### src/design/gcx_pkg.sv
`default_nettype none

package gcx_pkg;

  // Clock and timing
  localparam int unsigned CLK_HZ = 200_000_000;
  localparam int unsigned REN_QUIET_US = 100;
  localparam int unsigned REN_QUIET_CYC = REN_QUIET_US * (CLK_HZ / 1_000_000);
  localparam int unsigned QUIET_W = 16;

  // Register byte offsets
  localparam logic [7:0] OFS_AUX_CMD = 8'h00;
  localparam logic [7:0] OFS_CTRL_STAT = 8'h04;
  localparam logic [7:0] OFS_INT_STAT = 8'h08;
  localparam logic [7:0] OFS_INT_MASK = 8'h0C;

  // Auxiliary command codes
  localparam logic [7:0] CMD_CLR_SRE = 8'h10;
  localparam logic [7:0] CMD_SET_SRE = 8'h90;
  localparam logic [7:0] CMD_RQC = 8'h11;
  localparam logic [7:0] CMD_RLC = 8'h12;
  localparam logic [7:0] CMD_CLR_DAI = 8'h13;
  localparam logic [7:0] CMD_SET_DAI = 8'h93;
  localparam logic [7:0] CMD_CHIP_RESET = 8'h40;

  // Interrupt status and mask layout
  localparam int unsigned INT_W = 3;
  localparam int unsigned INT_BIT_ACTIVE = 0;
  localparam int unsigned INT_BIT_IDLE = 1;
  localparam int unsigned INT_BIT_QUIET = 2;
  localparam logic [INT_W-1:0] INT_MASK_RST = 3'h0;

  // Control and status register layout
  localparam int unsigned ST_BIT_SRE = 0;
  localparam int unsigned ST_BIT_RSC = 1;
  localparam int unsigned ST_BIT_SYSCTL = 2;
  localparam int unsigned ST_BIT_DAI = 3;
  localparam int unsigned ST_BIT_QUIET = 4;
  localparam int unsigned ST_POS_STATE = 5;

  typedef enum logic [2:0] {
    CTL_IDLE = 3'b001,
    CTL_WAIT = 3'b010,
    CTL_ACTIVE = 3'b100
  } gcx_ctl_state_t;

  typedef struct packed {
    logic cyc;
    logic stb;
    logic we;
    logic [7:0] adr;
    logic [3:0] sel;
    logic [31:0] dat;
  } gcx_wb_req_t;

  typedef struct packed {
    logic ack;
    logic [31:0] dat;
  } gcx_wb_rsp_t;

  typedef struct packed {
    logic ren_o;
    logic ren_oe;
    logic atn_o;
    logic atn_oe;
  } gcx_pin_out_t;

endpackage : gcx_pkg

`default_nettype wire

### src/design/gcx_sync.sv
`default_nettype none

module gcx_sync #(
  parameter int unsigned W = 1
) (
  input wire logic clock_i,
  input wire logic reset_i,
  input wire logic [W-1:0] async_i,
  output logic [W-1:0] sync_o
);
  import gcx_pkg::*;

  typedef struct packed {
    logic [W-1:0] meta;
    logic [W-1:0] sync;
  } gcx_sync_st_t;

  gcx_sync_st_t st_q;
  gcx_sync_st_t st_d;

  always_comb begin
    st_d.meta = async_i;
    st_d.sync = st_q.meta;
  end

  always_ff @(posedge clock_i or posedge reset_i) begin
    if (reset_i) begin
      st_q <= '0;
    end else begin
      st_q <= st_d;
    end
  end

  assign sync_o = st_q.sync;

endmodule : gcx_sync

`default_nettype wire

### src/design/gcx_irq.sv
`default_nettype none

module gcx_irq (
  input wire logic clock_i,
  input wire logic reset_i,
  input wire logic [gcx_pkg::INT_W-1:0] event_i,
  input wire logic clr_wr_i,
  input wire logic mask_wr_i,
  input wire logic [gcx_pkg::INT_W-1:0] wdata_i,
  input wire logic pin_disable_i,
  input wire logic soft_reset_i,
  output logic [gcx_pkg::INT_W-1:0] status_o,
  output logic [gcx_pkg::INT_W-1:0] mask_o,
  output logic irq_o
);
  import gcx_pkg::*;

  typedef struct packed {
    logic [INT_W-1:0] status;
    logic [INT_W-1:0] mask;
    logic irq;
  } gcx_irq_st_t;

  gcx_irq_st_t st_q;
  gcx_irq_st_t st_d;

  always_comb begin
    st_d = st_q;
    // Write-one-to-clear; an event in the same cycle wins
    if (clr_wr_i) begin
      st_d.status = st_q.status & ~wdata_i;
    end
    // Status keeps collecting while the pin is disabled
    st_d.status = st_d.status | event_i;
    if (mask_wr_i) begin
      st_d.mask = wdata_i;
    end
    if (soft_reset_i) begin
      st_d.mask = INT_MASK_RST;
    end
    st_d.irq = (|(st_d.status & st_d.mask)) & ~pin_disable_i;
  end

  always_ff @(posedge clock_i or posedge reset_i) begin
    if (reset_i) begin
      st_q <= '0;
    end else begin
      st_q <= st_d;
    end
  end

  assign status_o = st_q.status;
  assign mask_o = st_q.mask;
  assign irq_o = st_q.irq;

endmodule : gcx_irq

`default_nettype wire

### src/design/gcx_aux_top.sv
// The address map and register access over Wishbone were chosen for this implementation.
`default_nettype none

module gcx_aux_top #(
  parameter int unsigned REN_QUIET_CYCLES = gcx_pkg::REN_QUIET_CYC
) (
  input wire logic clock_i,
  input wire logic reset_i,
  input wire gcx_pkg::gcx_wb_req_t wb_req_i,
  output gcx_pkg::gcx_wb_rsp_t wb_rsp_o,
  input wire logic atn_line_i,
  input wire logic ren_line_i,
  output gcx_pkg::gcx_pin_out_t pins_o,
  output logic sys_ctl_o,
  output logic [gcx_pkg::INT_W-1:0] holdoff_mask_o,
  output logic irq_o
);
  import gcx_pkg::*;

  typedef struct packed {
    gcx_ctl_state_t ctl;
    logic sre;
    logic rsc;
    logic dai;
    logic [QUIET_W-1:0] quiet_cnt;
    logic quiet;
    logic ack;
    logic [31:0] rdata;
    gcx_pin_out_t pins;
  } gcx_top_st_t;

  typedef struct packed {
    logic set_sre;
    logic clr_sre;
    logic rqc;
    logic rlc;
    logic set_dai;
    logic clr_dai;
    logic chip_reset;
  } gcx_cmd_strobe_t;

  localparam logic [QUIET_W-1:0] QUIET_MAX = QUIET_W'(REN_QUIET_CYCLES);

  gcx_top_st_t st_q;
  gcx_top_st_t st_d;

  logic [1:0] line_sync;
  logic atn_seen;
  logic ren_seen;
  logic access;
  logic wr_commit;
  logic lane0;
  logic cmd_wr;
  logic [7:0] cmd;
  logic pulse_rqc;
  logic pulse_rlc;
  logic pulse_chip_reset;
  logic clr_wr;
  logic mask_wr;
  logic [INT_W-1:0] events;
  logic [INT_W-1:0] int_status;
  logic [INT_W-1:0] int_mask;
  gcx_cmd_strobe_t strobe;

  function automatic logic hit(input logic [7:0] adr,
                               input logic [7:0] ofs);
    hit = (adr == ofs);
  endfunction : hit

  function automatic logic [31:0] ctrl_word(input gcx_top_st_t s);
    logic [31:0] w;
    w = 32'h0000_0000;
    w[ST_BIT_SRE] = s.sre;
    w[ST_BIT_RSC] = s.rsc;
    w[ST_BIT_SYSCTL] = s.sre & s.rsc;
    w[ST_BIT_DAI] = s.dai;
    w[ST_BIT_QUIET] = s.quiet;
    w[ST_POS_STATE +: 3] = s.ctl;
    ctrl_word = w;
  endfunction : ctrl_word

  // One strobe per known code; unknown codes and non-writes give none
  function automatic gcx_cmd_strobe_t decode_cmd(input logic wr,
      input logic [7:0] code);
    gcx_cmd_strobe_t s;
    s = '0;
    if (wr) begin
      case (code)
        CMD_SET_SRE: begin
          s.set_sre = 1'b1;
        end
        CMD_CLR_SRE: begin
          s.clr_sre = 1'b1;
        end
        CMD_RQC: begin
          s.rqc = 1'b1;
        end
        CMD_RLC: begin
          s.rlc = 1'b1;
        end
        CMD_SET_DAI: begin
          s.set_dai = 1'b1;
        end
        CMD_CLR_DAI: begin
          s.clr_dai = 1'b1;
        end
        CMD_CHIP_RESET: begin
          s.chip_reset = 1'b1;
        end
        default: begin
        end
      endcase
    end
    decode_cmd = s;
  endfunction : decode_cmd

  // Unmapped offsets and the command register read as zero
  function automatic logic [31:0] read_word(input logic [7:0] adr,
      input logic [31:0] ctrl, input logic [INT_W-1:0] stat,
      input logic [INT_W-1:0] mask);
    logic [31:0] w;
    w = 32'h0000_0000;
    case (adr)
      OFS_CTRL_STAT: begin
        w = ctrl;
      end
      OFS_INT_STAT: begin
        w[INT_W-1:0] = stat;
      end
      OFS_INT_MASK: begin
        w[INT_W-1:0] = mask;
      end
      default: begin
      end
    endcase
    read_word = w;
  endfunction : read_word

  // Release wins over request; chip reset returns to Idle as well
  function automatic gcx_ctl_state_t next_ctl(input gcx_ctl_state_t cur,
      input logic rqc, input logic rlc, input logic chip_reset,
      input logic atn);
    gcx_ctl_state_t n;
    n = cur;
    case (cur)
      CTL_IDLE: begin
        if (rqc) begin
          n = CTL_WAIT;
        end
      end
      CTL_WAIT: begin
        if (~atn) begin
          n = CTL_ACTIVE;
        end
      end
      CTL_ACTIVE: begin
      end
      default: begin
        n = CTL_IDLE;
      end
    endcase
    if (rlc | chip_reset) begin
      n = CTL_IDLE;
    end
    next_ctl = n;
  endfunction : next_ctl

  gcx_sync #(
    .W(2)
  ) u_sync (
    .clock_i(clock_i),
    .reset_i(reset_i),
    .async_i({ren_line_i, atn_line_i}),
    .sync_o(line_sync)
  );

  assign atn_seen = line_sync[0];
  assign ren_seen = line_sync[1];

  // Bus side: ack one cycle after the request, write takes effect with ack
  assign access = wb_req_i.cyc & wb_req_i.stb;
  assign wr_commit = access & wb_req_i.we & st_q.ack;
  assign lane0 = wb_req_i.sel[0];
  assign cmd_wr = wr_commit & lane0 & hit(wb_req_i.adr, OFS_AUX_CMD);
  assign cmd = wb_req_i.dat[7:0];
  assign clr_wr = wr_commit & lane0 & hit(wb_req_i.adr, OFS_INT_STAT);
  assign mask_wr = wr_commit & lane0 & hit(wb_req_i.adr, OFS_INT_MASK);

  // Control commands exist only as these one-cycle strobes
  assign strobe = decode_cmd(cmd_wr, cmd);
  assign pulse_rqc = strobe.rqc;
  assign pulse_rlc = strobe.rlc;
  assign pulse_chip_reset = strobe.chip_reset;

  always_comb begin
    st_d = st_q;

    // Bus answer
    st_d.ack = access & ~st_q.ack;
    st_d.rdata = 32'h0000_0000;
    if (access & ~st_q.ack & ~wb_req_i.we) begin
      st_d.rdata = read_word(wb_req_i.adr, ctrl_word(st_q), int_status,
        int_mask);
    end

    // Local message commands
    if (strobe.set_sre) begin
      st_d.sre = 1'b1;
      st_d.rsc = 1'b1;
    end
    if (strobe.clr_sre) begin
      st_d.sre = 1'b0;
      st_d.rsc = 1'b0;
    end
    if (strobe.set_dai) begin
      st_d.dai = 1'b1;
    end
    if (strobe.clr_dai) begin
      st_d.dai = 1'b0;
    end

    // Controller states
    st_d.ctl = next_ctl(st_q.ctl, pulse_rqc, pulse_rlc, pulse_chip_reset,
      atn_seen);

    if (pulse_chip_reset) begin
      st_d.sre = 1'b0;
      st_d.rsc = 1'b0;
      st_d.dai = 1'b0;
    end

    // Time REN has been seen deasserted on the bus
    if (ren_seen) begin
      st_d.quiet_cnt = '0;
    end else if (st_q.quiet_cnt != QUIET_MAX) begin
      st_d.quiet_cnt = st_q.quiet_cnt + QUIET_W'(1);
    end
    st_d.quiet = (st_d.quiet_cnt == QUIET_MAX);

    // Pin drive follows the next state so pins match the status word
    st_d.pins.ren_o = st_d.sre & st_d.rsc;
    st_d.pins.ren_oe = st_d.sre & st_d.rsc;
    st_d.pins.atn_o = (st_d.ctl == CTL_ACTIVE);
    st_d.pins.atn_oe = (st_d.ctl == CTL_ACTIVE);
  end

  always_ff @(posedge clock_i or posedge reset_i) begin
    if (reset_i) begin
      st_q.ctl <= CTL_IDLE;
      st_q.sre <= 1'b0;
      st_q.rsc <= 1'b0;
      st_q.dai <= 1'b0;
      st_q.quiet_cnt <= '0;
      st_q.quiet <= 1'b0;
      st_q.ack <= 1'b0;
      st_q.rdata <= 32'h0000_0000;
      st_q.pins <= '0;
    end else begin
      st_q <= st_d;
    end
  end

  // Events raised on controller transitions and when REN has been quiet
  assign events[INT_BIT_ACTIVE] =
    (st_d.ctl == CTL_ACTIVE) & (st_q.ctl != CTL_ACTIVE);
  assign events[INT_BIT_IDLE] =
    (st_d.ctl == CTL_IDLE) & (st_q.ctl == CTL_ACTIVE);
  assign events[INT_BIT_QUIET] = st_d.quiet & ~st_q.quiet;

  gcx_irq u_irq (
    .clock_i(clock_i),
    .reset_i(reset_i),
    .event_i(events),
    .clr_wr_i(clr_wr),
    .mask_wr_i(mask_wr),
    .wdata_i(wb_req_i.dat[INT_W-1:0]),
    .pin_disable_i(st_d.dai),
    .soft_reset_i(1'b0),
    .status_o(int_status),
    .mask_o(int_mask),
    .irq_o(irq_o)
  );

  assign wb_rsp_o.ack = st_q.ack;
  assign wb_rsp_o.dat = st_q.rdata;
  assign pins_o = st_q.pins;
  assign sys_ctl_o = st_q.pins.ren_oe;
  // Mask-driven holdoffs are independent of the pin disable
  assign holdoff_mask_o = int_mask;

endmodule : gcx_aux_top

`default_nettype wire

### config.mk
export PLATFORM = sky130hd
export DESIGN_NAME = gcx_aux_top
export DESIGN_NICKNAME = d
export VERILOG_FILES = /design/src/design/gcx_pkg.sv /design/src/design/gcx_sync.sv /design/src/design/gcx_irq.sv /design/src/design/gcx_aux_top.sv
export SDC_FILE = /design/constraint.sdc
export NUM_CORES = 1
export LEC_CHECK = 0
export ABC_CLOCK_PERIOD_IN_PS = 2200
export BUFFER_PORTS_ARGS = -buffer_cell sky130_fd_sc_hd__buf_2
export CAP_MARGIN = 10
export CORE_ASPECT_RATIO = 0.5
export CORE_UTILIZATION = 35
export CTS_BUF_LIST = sky130_fd_sc_hd__clkbuf_16
export DETAILED_ROUTE_END_ITERATION = 16
export GPL_TIMING_DRIVEN = 0
export PLACE_DENSITY = 0.66
export SLEW_MARGIN = 30
export SYNTH_ARGS = -nofsm -noshare
export SYNTH_HDL_FRONTEND = slang
export SYNTH_SLANG_ARGS = --single-unit
export TNS_END_PERCENT = 100
### constraint.sdc
create_clock -name clock_i -period 2.2 [get_ports clock_i]
set_input_delay 0.22 -clock clock_i [delete_from_list [all_inputs] [get_ports clock_i]]
set_output_delay 0.22 -clock clock_i [all_outputs]
set_load 0.02 [all_outputs]
==> results by stage, run 1 <==
Critical path:
- On the worst path, the slowest cell contributes a delay of roughly 510 ps.
- The critical path data arrival time is approximately 2400 ps.
- The signal on the critical path passes through or4_4 > nor4_4 > mux2_4 > nand4_1 > nor4_2 > nand3_1 > a21oi_2.
- The cell family contributing the most delay on the critical path is simple AND/OR/NAND/NOR gates.
- The required time of the critical path is around 2400 ps.
- The critical path in this run is classified as reg -> reg.
- The number of buffers and inverters on the critical path is 0.
- The slowest stage cell on the critical path is or4_4.
- The worst setup path is launched from a flip-flop.
- Along the worst path, the maximum fanout reaches 5.
- The type of destination of the critical path is a flip-flop.

Route:
- In the final routed layout, each cell accounts on average for roughly 12 um.
- The first TritonRoute pass finished after 4 iterations.
- The final layout contains routed wiring with a total length of between 5 and 6 mm.
- In the routed design, unresolved DRC markers number 0.
- For this block, the initial DRC count from the detailed router was around 190.
- Across all layers, the routed design uses around 2100 vias.
- Once detail routing completed, the nets flagged for antenna violations numbered 0.
- The average via count per standard cell is ~4.8.

GRT:
- The first global-routing pass estimated around 9 mm of wire.
- The global routing usage summed across all routing layers is 0.150.
- The number of global-route vias before repair is around 2000.
- The overall overflow remaining after global route is 0.
- The largest net degree at the start of global routing is 25.
- The initial antenna violation count is 0.

Clock tree:
- The total CTS buffers is 5.
- The number of levels in the clock H-tree is 2.
- For the worst-skew pair, the clock arrives at the later sink with an insertion delay of a little under 300 ps.
- The maximum clock path buffer count is 2.
- The clock net in this run drives a total of 45 sinks.
- After clock tree synthesis, the clock-pin slew on the worst setup and hold paths is approximately 70 ps.
- The cell sitting at the root of the clock tree is a clkbuf_16.
- TritonCTS built the clock tree.

Pwr:
- Total power for the finished layout comes to around 1.8 mW.
- Summed over all cells, the static leakage comes to ~1.6 nW.
- IR analysis of the VDD net gives a maximum drop of around 0.34 mV.
- The cell area power density is 546 nW/um2.

Floorplanning:
- The chip height is between 60 and 70 um.
- The x dimension of the die is about 120 um.
- The area of the core is about 6900 um2.
- The number of placement rows is 21.
- The I/O pin total is 93.
- For this configuration, the core starts out at a cell density of 0.375.
- The die footprint is between 7000 and 8000 um2.

Place:
- Summed over all nets, the half-perimeter wirelength after detailed placement is 4.13 mm.
- After detailed placement, the design holds a cell count of approximately 430.
- Input and output buffers added on the ports amount to 40.
- The pre-CTS setup slack is -269 ps.
- Summing all placed instances gives a cell area of between 3000 and 4000 um2.
- At the end of routability-driven placement, the weighted congestion stood at ~0.8.

Timing:
- The number of hold violations in the final report is 0.
- The worst pin sits at a relative slew slack of 0.500.
- The fraction of the cycle the final worst path needs is 1.02.
- Setup repair after global routing could not meet its margin everywhere.
- The number of endpoints failing setup at the final stage is 1.
- The routed design could run at a clock period as short as ~2200 ps.
- On the final layout, the worst hold slack is between 30 and 40 ps.
- The worst setup margin is -34.8 ps.
- On the final layout, the worst clock skew is 10.0 ps.
- Derived from the worst setup path, the maximum achievable clock frequency is between 0.4 and 0.5 GHz.
- For the pin with the worst max-slew slack, the measured transition is ~740 ps.
- Adding up every negative setup slack in the final design gives -34.8 ps.
- The number of max-slew violations in the final report came to 0.

Synth:
- In the synthesized netlist the async set-or-reset flop fraction comes to 1.00.
- The average instance in the mapped netlist occupies 9.41 um2.
- The leading register cell type out of synthesis is dfrtp_1.
- In this run, synthesis produced a sequential element count of between 40 and 50.
- The cell type contributing the most total cell area after synthesis is dfrtp_1.
- The cell count after synthesis is between 200 and 300.
- The number of warnings reported in the yosys synthesis log is 0.
- In the synthesized netlist, the cells that appear most often are dfrtp_1 (44), buf_4 (37), nor2_1 (31).
- The most frequently used cell type in the post-synthesis netlist is dfrtp_1.
- The post-synthesis cell area is 2590 um2.
- The count of flip-flops with a built-in enable after synthesis is 0.
- By area the synthesized netlist is led by dfrtp_1 (43%), buf_4 (11%), nor2_1 (4.5%), xnor2_1 (3.4%), nand2_1 (2.8%).
- The register area share after synthesis is 0.435.
- The share of synthesized area in the top cell type comes to 0.425.
- The netlist uses 52 different library cells.

Status:
- The flow ran to the end, but the final reports show violations.
- The final reports fail on negative setup slack.

Finish:
- The fraction of final layout cells sized beyond drive strength 1 is 0.341.
- From synthesis to final layout, the design area changed by 26.8%.
- At the end of the flow, the number of nets in the layout was between 400 and 500.
- Once layout is complete, the utilization of the core stands at 0.475.
- The finished cells cover 3280 um2.
- The post-route non-filler standard cell count is 450.
- The number of antenna diodes in the final layout is 0.

Job:
- The max-capacitance violation count is 0.

Min path:
- The tightest min-delay check is of the in -> reg type.
[cell usage in the layout, fill, tap and decap left out, drive strengths merged, types with 2 or more instances in the layout]
cell and n:
conb 24, nor3b 2, a31oi 2, nand4b 2, or4 4, and3 4, o21ai 10, nand3 11
dfrtp 44, nor2 31, or3 5, nand2 19, and2 7, xor2 4, clkbuf 8, nor2b 4
a22oi 3, o21a 2, xnor2 10, nor3 9, inv 9, ha 2, buf 93, mux2i 2
a21oi 9, nor4 8, or2b 2, nand4 5, mux2 7
[state kept, by name (all words and copies together), names as in the netlist, 2 cells and up]
name	count
u_irq.mask_o	3
u_sync.st_d	2
st_q	23
wb_rsp_o	9
u_sync.sync_o	2
u_irq.status_o	3
[kinds of logic (layout without fill, tap and decap cells)]
family                     count (synthesis)  in the layout  share of synthesized area
and+or+nand+nor                          118            118                      0.250
buffers and inverters                     53            113                      0.134
DFF                                       45             45                      0.435
AOI/OAI and AO/OA                         33             33                     0.0827
xor gates and xnor gates                  14             14                     0.0474
muxes                                      9              9                     0.0396
adders and majority gates                  2              2                    0.00966
other                                      1             24                    0.00145
[worst paths after layout]
kind	depth (start not counted)	startpoint	slack, ps	to
min reg2reg	0	u_sync.st_d[0]	340	u_sync.sync_o[0]
max reg2reg	7	st_q[46]	-30	u_irq.irq_o
min in group asynchronous	3	reset_i	510	st_q[44]
min	1	ren_line_i	40	u_sync.st_d[1]
max in group asynchronous	4	reset_i	1130	st_q[57]
max	7	st_q[46]	-30	u_irq.irq_o
[repair_timing]
action                                  in CTS  in global routing
pin swaps                                    6                  3
hold endpoints to repair                    21                  0
endpoints found under the setup margin       3                  3
hold buffers                                 1                  0
resized for setup                            6                  2
cloned                                       0                  0
setup buffers                                7                  5
[worst register-to-register path: cells and delay by family, from the launching register on]
| family | cells | cell delay (ps) |
|---|---|---|
| and+or+nand+nor | 5 | 1350 |
| DFF | 1 | 450 |
| muxes | 1 | 220 |
| AOI/OAI and AO/OA | 1 | 150 |
[final cells by class]
class,count,area [um2]
fill,616,3630
multi-input combinational,200,1220
sequential,45,1130
timing repair buffer,54,328
buffer,43,308
clock buffer,5,125
tap,92,115
inverter,8,30.0
clock inverter,3,25.0
[routing by layer]
| metal | routed length [um] | GRT usage |
|---|---|---|
| met5 | 0 | 0 |
| met4 | 114 | 0.0663 |
| met3 | 333 | 0.0356 |
| met2 | 2720 | 0.257 |
| met1 | 2410 | 0.178 |
[report_power, final]
part,total [mW],leakage (nW),internal (mW),switching (mW)
Clock,0.766,0.0704,0.427,0.339
Sequential,0.844,0.601,0.836,0.00779
Combinational,0.182,0.905,0.0758,0.106
Note: power is estimated with default switching activity, not from simulation.
==> inputs of run 2 (changes only) <==
Settings changed: SYNTH_HIERARCHICAL from default to 1.
==> run 2 against run 1 <==
  * Setup slack worse by 54 ps
  * Clock power is 6.9% lower
  * Area after synthesis is 2.2% higher
  * Sequential share of layout area is 0.98 points lower
  * First-iteration DRC count is 64% lower
  * Count of clock-buffer cells in the layout stayed put
  * Critical path depth is 2 higher
  * Critical path type unchanged
  * Die area is 2.1% higher
  * Largest power group unchanged
  * Sequential power hardly changed
  * Maximum frequency is 2.4% lower
  * Sequential cell count stayed put
  * The run ends with design-rule violations, negative setup slack left
  * Final cell count stayed put
==> results by stage, run 2 <==
Route:
- The post-detailed-route DRC marker count is 8.
- For this block, the initial DRC count from the detailed router was 68.
- Before antenna repair, the detailed router went through 10 iterations.
- Dividing the detail-routed via count by the number of cells gives about 4.8.
- Once detail routing completed, the nets flagged for antenna violations numbered 0.
- After detailed routing, the total wire length is 5.65 mm.
- The overall via count from detail_route is 2154.
- Dividing the detail-routed wire length by the instance count gives about 13 um.

Synth:
- The post-synthesis cell area is 2650 um2.
- Of all flip-flops after synthesis, the portion carrying an async set or reset was 1.00.
- Of the post-synthesis cell area, the dominant cell type holds 0.416.
- Yosys mapped the design onto 56 distinct sky130hd cell types.
- The cell count after synthesis came out at 276.
- The post-synthesis register bit count is between 40 and 50.
- The largest total area in the synthesized netlist belongs to dfrtp_1.
- Yosys attributes the largest share of cell area to dfrtp_1 (42%), buf_4 (11%), nor2_1 (4.3%), mux2i_1 (2.6%), xnor2_1 (2.3%).
- Among all flip-flop cells after synthesis, the most frequent one is dfrtp_1.
- Of the synthesized area, sequential elements account for 0.426.
- During synthesis, Yosys emitted a total of 6 warnings.
- The synthesized design contains 0 enable-type register cells.
- The average instance area after synthesis is approximately 9.6 um2.
- The most frequently used cell type in the post-synthesis netlist is dfrtp_1.
- After synthesis, the most frequently instantiated cells are dfrtp_1 (44), buf_4 (37), nor2_1 (30).

Finish:
- The synthesis-to-layout area growth is 27.7%.
- The repair_antennas step left the layout with diodes totalling 0.
- Leaving out fill and tap cells, the most frequent cells in the layout are buf_4 (42), buf_2 (41), dfrtp_1 (40).
- In the final design database the tool counted slightly above 400 nets.
- The number of flip-flops in the largest register is 23.
- Of the cells placed in the final design, the portion with a size suffix greater than 1 is 0.363.
- Counting flops per register, the top entry is st_q.
- The filler cells instantiated in the layout total 660.
- The most common library cell in the layout ignoring fill and taps is buf_4.

Timing:
- The achievable clock frequency is ~0.44 GHz.
- The number of hold violations in the final report is 0.
- The number of max-slew violations in the final report is 0.
- The measured slew at the worst slew-check pin is 726 ps.
- The number of endpoints failing setup at the final stage is 1.
- For the final routed database, the setup TNS stands at -88.7 ps.
- The final critical-path required period is 2290 ps.
- The worst setup margin is -88.7 ps.
- Setup repair after global routing could not meet its margin everywhere.
- The final worst clock skew is 4.56 ps.
- Measured against its own limit, the worst slew margin works out to 0.515.
- The fraction of the cycle the final worst path needs is 1.04.

Status:
- The final reports fail on design-rule violations, negative setup slack.
- The run finished, with violations left.

GRT:
- For this run, the total global-route usage over all layers was measured as 0.151.
- The largest net degree at the start of global routing is 35.
- The initial antenna violation count is 0.
- The overall overflow remaining after global route is 0.
- The number of global-route vias before repair is 2050.
- The first-pass GRT wire length is around 9.5 mm.

Critical path:
- Among all stages on the critical path, the largest delay is contributed by or4_4.
- The startpoint-to-endpoint class of the critical path is reg -> reg.
- The required time of the critical path is 2420 ps.
- In this run the worst setup path begins at st_q[43].
- The number of cells on the worst reg-to-reg path is 9.
- The worst setup path is captured at a flip-flop.
- The worst setup path is launched from a flip-flop.
- In this run the critical register-to-register path is launched from st_q[43].
- The internal reg-to-reg setup slack is -90 ps.
- The endpoint of the worst register-to-register path is u_irq/irq_o.
- Walking the worst path, the cells encountered are nand3_4 > or4_4 > a21oi_4 > nand2_2 > nor4_4 > and4b_1 > inv_1 > a211oi_2 > o31a_1.
- Data arrives at the worst endpoint at around 2500 ps.
- The largest single stage delay on the critical path is about 550 ps.
- Of all nets on the critical path, the largest fanout is 8.

Clock tree:
- The TritonCTS clock tree is done.
- The clock drives 45 sinks.
- Clock-pin slew was measured on the worst setup and hold paths at about 60 ps.
- The maximum clock path buffer count is 2.
- The cell sitting at the root of the clock tree is a clkbuf_16.
- The total CTS buffers is 5.
- The number of levels in the clock H-tree is 2.
- At the later pin of the worst-skew pair, clock insertion delay measures around 280 ps.

Floorplanning:
- The I/O pin total is 93.
- The x dimension of the die is approximately 120 um.
- The core region is about 7000 um2.
- Row generation in the floorplan step produced 21 rows.
- The initial utilization of the core area, before any placement, comes to 0.378.
- Measured along the y axis, the die boundary spans 63.5 um.
- The die footprint is 7930 um2.

Place:
- The count of buffers added on input and output ports is 40.
- The weighted congestion at the end of routability-driven global placement is between 0.8 and 0.9.
- Once detailed placement completed, the half-perimeter wirelength came to 4.21 mm.
- Prior to clock tree synthesis, the placed netlist has a worst setup slack of -414 ps.

Min path:
- The type of the worst min-delay path is in -> reg.
- The worst hold path begins at atn_line_i.
- Along the worst hold path, the cell count comes to 1.
- The worst-case hold path end point is u_sync/st_d[0].

Job:
- The tool flagged a number of max-cap violations equal to 0.

Pwr:
- Dividing total power by cell area gives a power density of just over 500 nW/um2.
- The design draws approximately 1.7 mW.
- For this design the static power due to leakage is roughly 1.6 nW.
- IR analysis of the VDD net gives a maximum drop of approximately 0.33 mV.
run 2: cell types whose count changed in the layout (fill, tap and decap cells not counted), moves of 4 or more:
cell,change
buf_4,-7
conb_1,+6
mux2i_1,+5
nand2_1,-5
nand3_1,-5
inv_1,+4
nor2b_1,+4
o22ai_1,+4
run 2: logic make-up after synthesis:
kind of cell / share of synthesized area
other: 0.00142
buffers and inverters: 0.135
multiplexers: 0.0478
flip-flops: 0.426
adder cells (fa/ha/maj): 0.00946
AO/OA/AOI/OAI: 0.0842
XOR/XNOR: 0.0331
AND/OR/NAND/NOR: 0.263
run 2: worst max-delay path by stage:
stage	endpoint	slack, ps	cells after the start
after global routing	u_irq/irq_o	-190	10
after global placement	u_irq/irq_o	-350	11
final	u_irq/irq_o	-90	9
after detailed placement	u_irq/irq_o	-410	11
after CTS	u_irq/irq_o	-90	10
after floorplan	u_irq/irq_o	10	10
run 2: critical path, delay by kind of cell, from the launching register on:
| family | cells | cell delay [ps] |
|---|---|---|
| AND/OR/NAND/NOR | 5 | 1150 |
| AO/OA/AOI/OAI | 3 | 500 |
| flip-flops | 1 | 480 |
| buffers and inverters | 1 | 80 |
run 2: area by class of cell:
cell class / count / area, um2 / area share
multi-input combinational: 204 / 1380 / 0.408
buffer: 44 / 330 / 0.0978
sequential: 45 / 1130 / 0.335
clock buffer: 5 / 125 / 0.0370
timing repair buffer: 45 / 240 / 0.0711
clock inverter: 3 / 12.5 / 0.00370
tap: 92 / 115 / 0.0341
inverter: 12 / 45.0 / 0.0133
run 2: per-stage QoR:
stage / hold WS (ps) / util / cell area, um2 / cells
final: 43.1 / 0.483 / 3380 / 450
after global routing: 29.1 / 0.483 / 3380 / 450
after CTS: 35.3 / 0.480 / 3360 / 450
after detailed placement: 167 / 0.439 / 3070 / 437
after global placement: 141 / 0.439 / 3070 / 437
after floorplan: -13.9 / - / 2750 / 305
run 2: power breakdown:
part	internal, mW	total (mW)	switching (mW)
clock	0.411	0.713	0.302
combinational	0.0754	0.190	0.115
sequential	0.837	0.847	0.00976
total	1.32	1.75	0.426
run 2: routing by layer:
layer,global-route usage,routed length [um],up-vias
li1,-,-,1062
met2,0.261,2840,62
met5,0,0,-
met1,0.194,2500,1025
met3,0.0238,282,5
met4,0.0503,36,0
run 2: timing repair:
action,CTS,global route
resized for setup,25,3
pin swaps,4,1
hold buffers,1,0
setup endpoints to repair,2,1
cloned,1,0
setup buffers,4,0
hold endpoints to repair,11,0
==> inputs of run 3 (changes only) <==
Settings changed: ABC_CLOCK_PERIOD_IN_PS 2200 to 2400, PLACE_DENSITY 0.66 to 0.63.
Clock period 2.2 ns to 2.4 ns, I/O delays scaled along.
==> run 3 against run 2 <==
  * Worst hold slack improved by 22 ps
  * The run still ends with design-rule violations, negative setup slack left
  * First-iteration DRC count rose by 28%
  * Maximum frequency fell by 5.2%
  * Highest routed layer unchanged
  * Total power fell by 1.4%
  * Core utilization rose by 1.9 points
  * Setup slack improved by 76 ps
  * Clock power rose by 8.1%
  * Non-clock buffer count rose by 10
  * Routed wire length rose by 7.3%
  * Largest cell class unchanged
  * Final cell count rose by 2.2%
==> results by stage, run 3 (synthesis gave the netlist of run 2 again) <==
Clock tree:
- TritonCTS built the clock tree.
- The total CTS buffers is 5.
- CTS saw 45 sinks.
- The root cell of the clock tree is clkbuf_16.
- The clock slew seen by the registers of the worst setup and hold paths is about 60 ps.
- In this run the number of H-tree levels came out at 2.
- The clock passes through at most 2 buffers.
- The insertion delay of the later-clocked pin in the worst-skew pair is ~280 ps.

Pwr:
- The internal power consumption is about 1.3 mW.
- The net switching power is 0.402 mW.
- The leakage power is around 1.6 nW.
- The power consumption is about 1.7 mW.
- Of the total power, the share spent switching nets is 0.233.
- The share of total power dissipated in combinational logic is 0.102.
- Power spread over the standard cell area amounts to roughly 490 nW/um2.
- The clock share of power is 0.447.
- The maximum vdd drop is roughly 0.31 mV.
- The share of total power in sequential cells is 0.451.

Floorplanning:
- The die is roughly 63 um tall.
- The initialized floorplan defines 21 standard-cell rows.
- The starting utilization of the core area is 0.378.
- The I/O pin total is between 90 and 100.
- The floorplan step defined a core boundary enclosing 6990 um2.
- The x dimension of the die is between 100 and 150 um.
- The floorplan step defined a die boundary enclosing about 7900 um2.

Critical path:
- The launching point of the worst reg2reg path is st_q[38].
- The cell count of the worst reg-to-reg path is 11.
- Following the worst setup path forward leads to its endpoint at u_irq/irq_o.
- Across all register-to-register paths, the minimum setup slack is -10 ps.
- Traced cell by cell, the critical path runs through inv_1 > ha_1 > nor4b_2 > nand4_1 > nand3_1 > o211ai_1 > nor4_4 > and4b_1 > inv_2 > a211oi_2 > o31a_1.
- In this run the worst path has a maximum fanout of 8.
- For this run, the slowest stage of the critical path takes about 490 ps.
- The startpoint-to-endpoint class of the critical path is reg -> reg.
- The critical path data arrival time is between 2000 and 3000 ps.
- The startpoint kind of the worst setup timing path is a flip-flop.
- The launching element of the worst setup path is st_q[38].
- The endpoint of the worst register-to-register path is u_irq/irq_o.
- The slowest stage of the critical path belongs to the cell dfrtp_2.
- The type of destination of the critical path is a flip-flop.
- The required time of the critical path is between 2000 and 3000 ps.

Route:
- After the first detailed-routing iteration, the DRC count stood at 87.
- The residual antenna-violating net count after detailed routing is 0.
- The total wire length is between 6 and 7 mm.
- The first detailed-routing pass ran for 10 iterations.
- The overall via count from detail_route is between 2000 and 2500.
- The post-detailed-route DRC marker count is 8.
- The mean routed wirelength per cell is between 10 and 15 um.
- The average via count per standard cell is roughly 4.8.

Status:
- The checks that failed: design-rule violations, negative setup slack.
- The flow ran to the end, but the final reports show violations.

GRT:
- The initial antenna violation count was 0.
- The met3 demand-to-capacity share in global routing is 0.0246.
- The number of global-route vias before repair was around 2100.
- The fraction of met2 tracks used by global routing is 0.272.
- For this run, global-route usage on met1 was measured as 0.182.
- The first global-routing pass estimated 9.57 mm of wire.
- In this run the most used layer during global routing was met2.
- The largest net degree at the start of global routing is 35.
- The overall overflow remaining after global route is 0.
- The global routing usage summed across all routing layers is 0.149.

Timing:
- In the final timing run, aggregate negative setup slack is -13.0 ps.
- Headroom to the max-slew limit came out at 0.522.
- After layout, the minimum clock period comes to 2410 ps.
- The number of hold violations in the final report was 0.
- The number of endpoints failing setup at the final stage is 1.
- Setup repair after global routing could not meet its margin everywhere.
- Timing would allow up to roughly 0.41 GHz.
- For the final database, setup skew stands at 4.73 ps.
- The worst setup margin is -13.0 ps.
- The number of max-slew violations in the final report is 0.
- Of the available clock period, the critical path in the final layout requires 1.01.
- The measured slew at the worst slew-check pin is slightly above 700 ps.

Place:
- During placement, the flow inserted port buffers numbering 40.
- After detailed placement, the total cell area comes to 3070 um2.
- The weighted congestion at the end of routability-driven global placement is a little over 0.8.
- Summed over all nets, the half-perimeter wirelength after detailed placement is about 4.3 mm.
- Before CTS, the worst setup slack after placement is -215 ps.

Min path:
- The path class of the tightest hold or removal check is in -> reg.
- The startpoint identified for the worst hold timing path is atn_line_i.

Finish:
- The finished cells cover between 3000 and 4000 um2.
- For this run, the post-layout net count is 420.
- The register with the most flip-flops in the layout has 23 of them.
- The most common library cell in the layout ignoring fill and taps is buf_4.
- st_q holds more flip-flops than any other register.
- The fraction of final layout cells sized beyond drive strength 1 is 0.391.
- The synthesis-to-layout area growth is 32.8%.
- The number of antenna diodes is 0.
- The top cell types in the final layout, fill and taps aside, are buf_4 (51), buf_2 (41), dfrtp_1 (39).
- Fill cells in the final layout number between 600 and 700.

Job:
- The max-capacitance violation count is 0.
-- run 3: power by group through the flow --
stage                     Clock, mW  Combinational (mW)  Sequential, mW
after floorplan                   0               0.118           0.787
after global placement            0               0.157           0.788
after detailed placement          0               0.161           0.789
after CTS                     0.788               0.165           0.776
after global routing          0.813               0.193           0.780
final                         0.771               0.176           0.779
-- run 3: critical path, delay by kind of cell, from the launching register on --
family          cells  cell delay (ps)
simple gates        5             1040
fa+ha+maj           1              160
compound gates      3              510
flops               1              490
buf+inv             2              150
-- run 3: layout make-up --
class,count,area (um2),area share
plain buffers,44,335,0.0954
clock buffers,5,125,0.0356
clock inverters,3,41.3,0.0118
inverters,12,45.0,0.0128
multi-input cells,204,1390,0.396
flip-flops and latches,45,1130,0.323
well taps,92,115,0.0328
repair buffers,55,328,0.0933
-- run 3: how the worst min path moves through the flow --
stage,slack (ps),end,cells after the start
floorplan,6,u_sync/st_d[0],1
global placement,160,u_sync/st_d[0],2
detailed placement,180,u_sync/st_d[0],2
CTS,60,u_sync/st_d[1],1
global route,70,u_sync/st_d[0],1
finish,60,u_sync/st_d[0],1
-- run 3: per-layer routing --
metal / routed length (um) / share of wire / vias up
li1: - / - / 1081
met1: 2620 / 0.43 / 1073
met2: 3110 / 0.51 / 71
met3: 283 / 0.047 / 4
met4: 43 / 0.0071 / 0
met5: 0 / 0 / -
-- run 3: through the flow --
step	util	std cells	hold slack [ps]
floorplan	-	305	6.08
global placement	0.439	437	165
detailed placement	0.439	437	178
CTS	0.472	446	63.5
global route	0.503	460	65.1
finish	0.503	460	64.7
-- run 3: repair_timing --
action                                  CTS  global route
pin swaps                                 3             8
endpoints found under the setup margin    1             1
hold buffers                              1             0
buffers inserted                          1            13
hold endpoints to repair                 11             0
cloned                                    0             1
resized for setup                        14            22
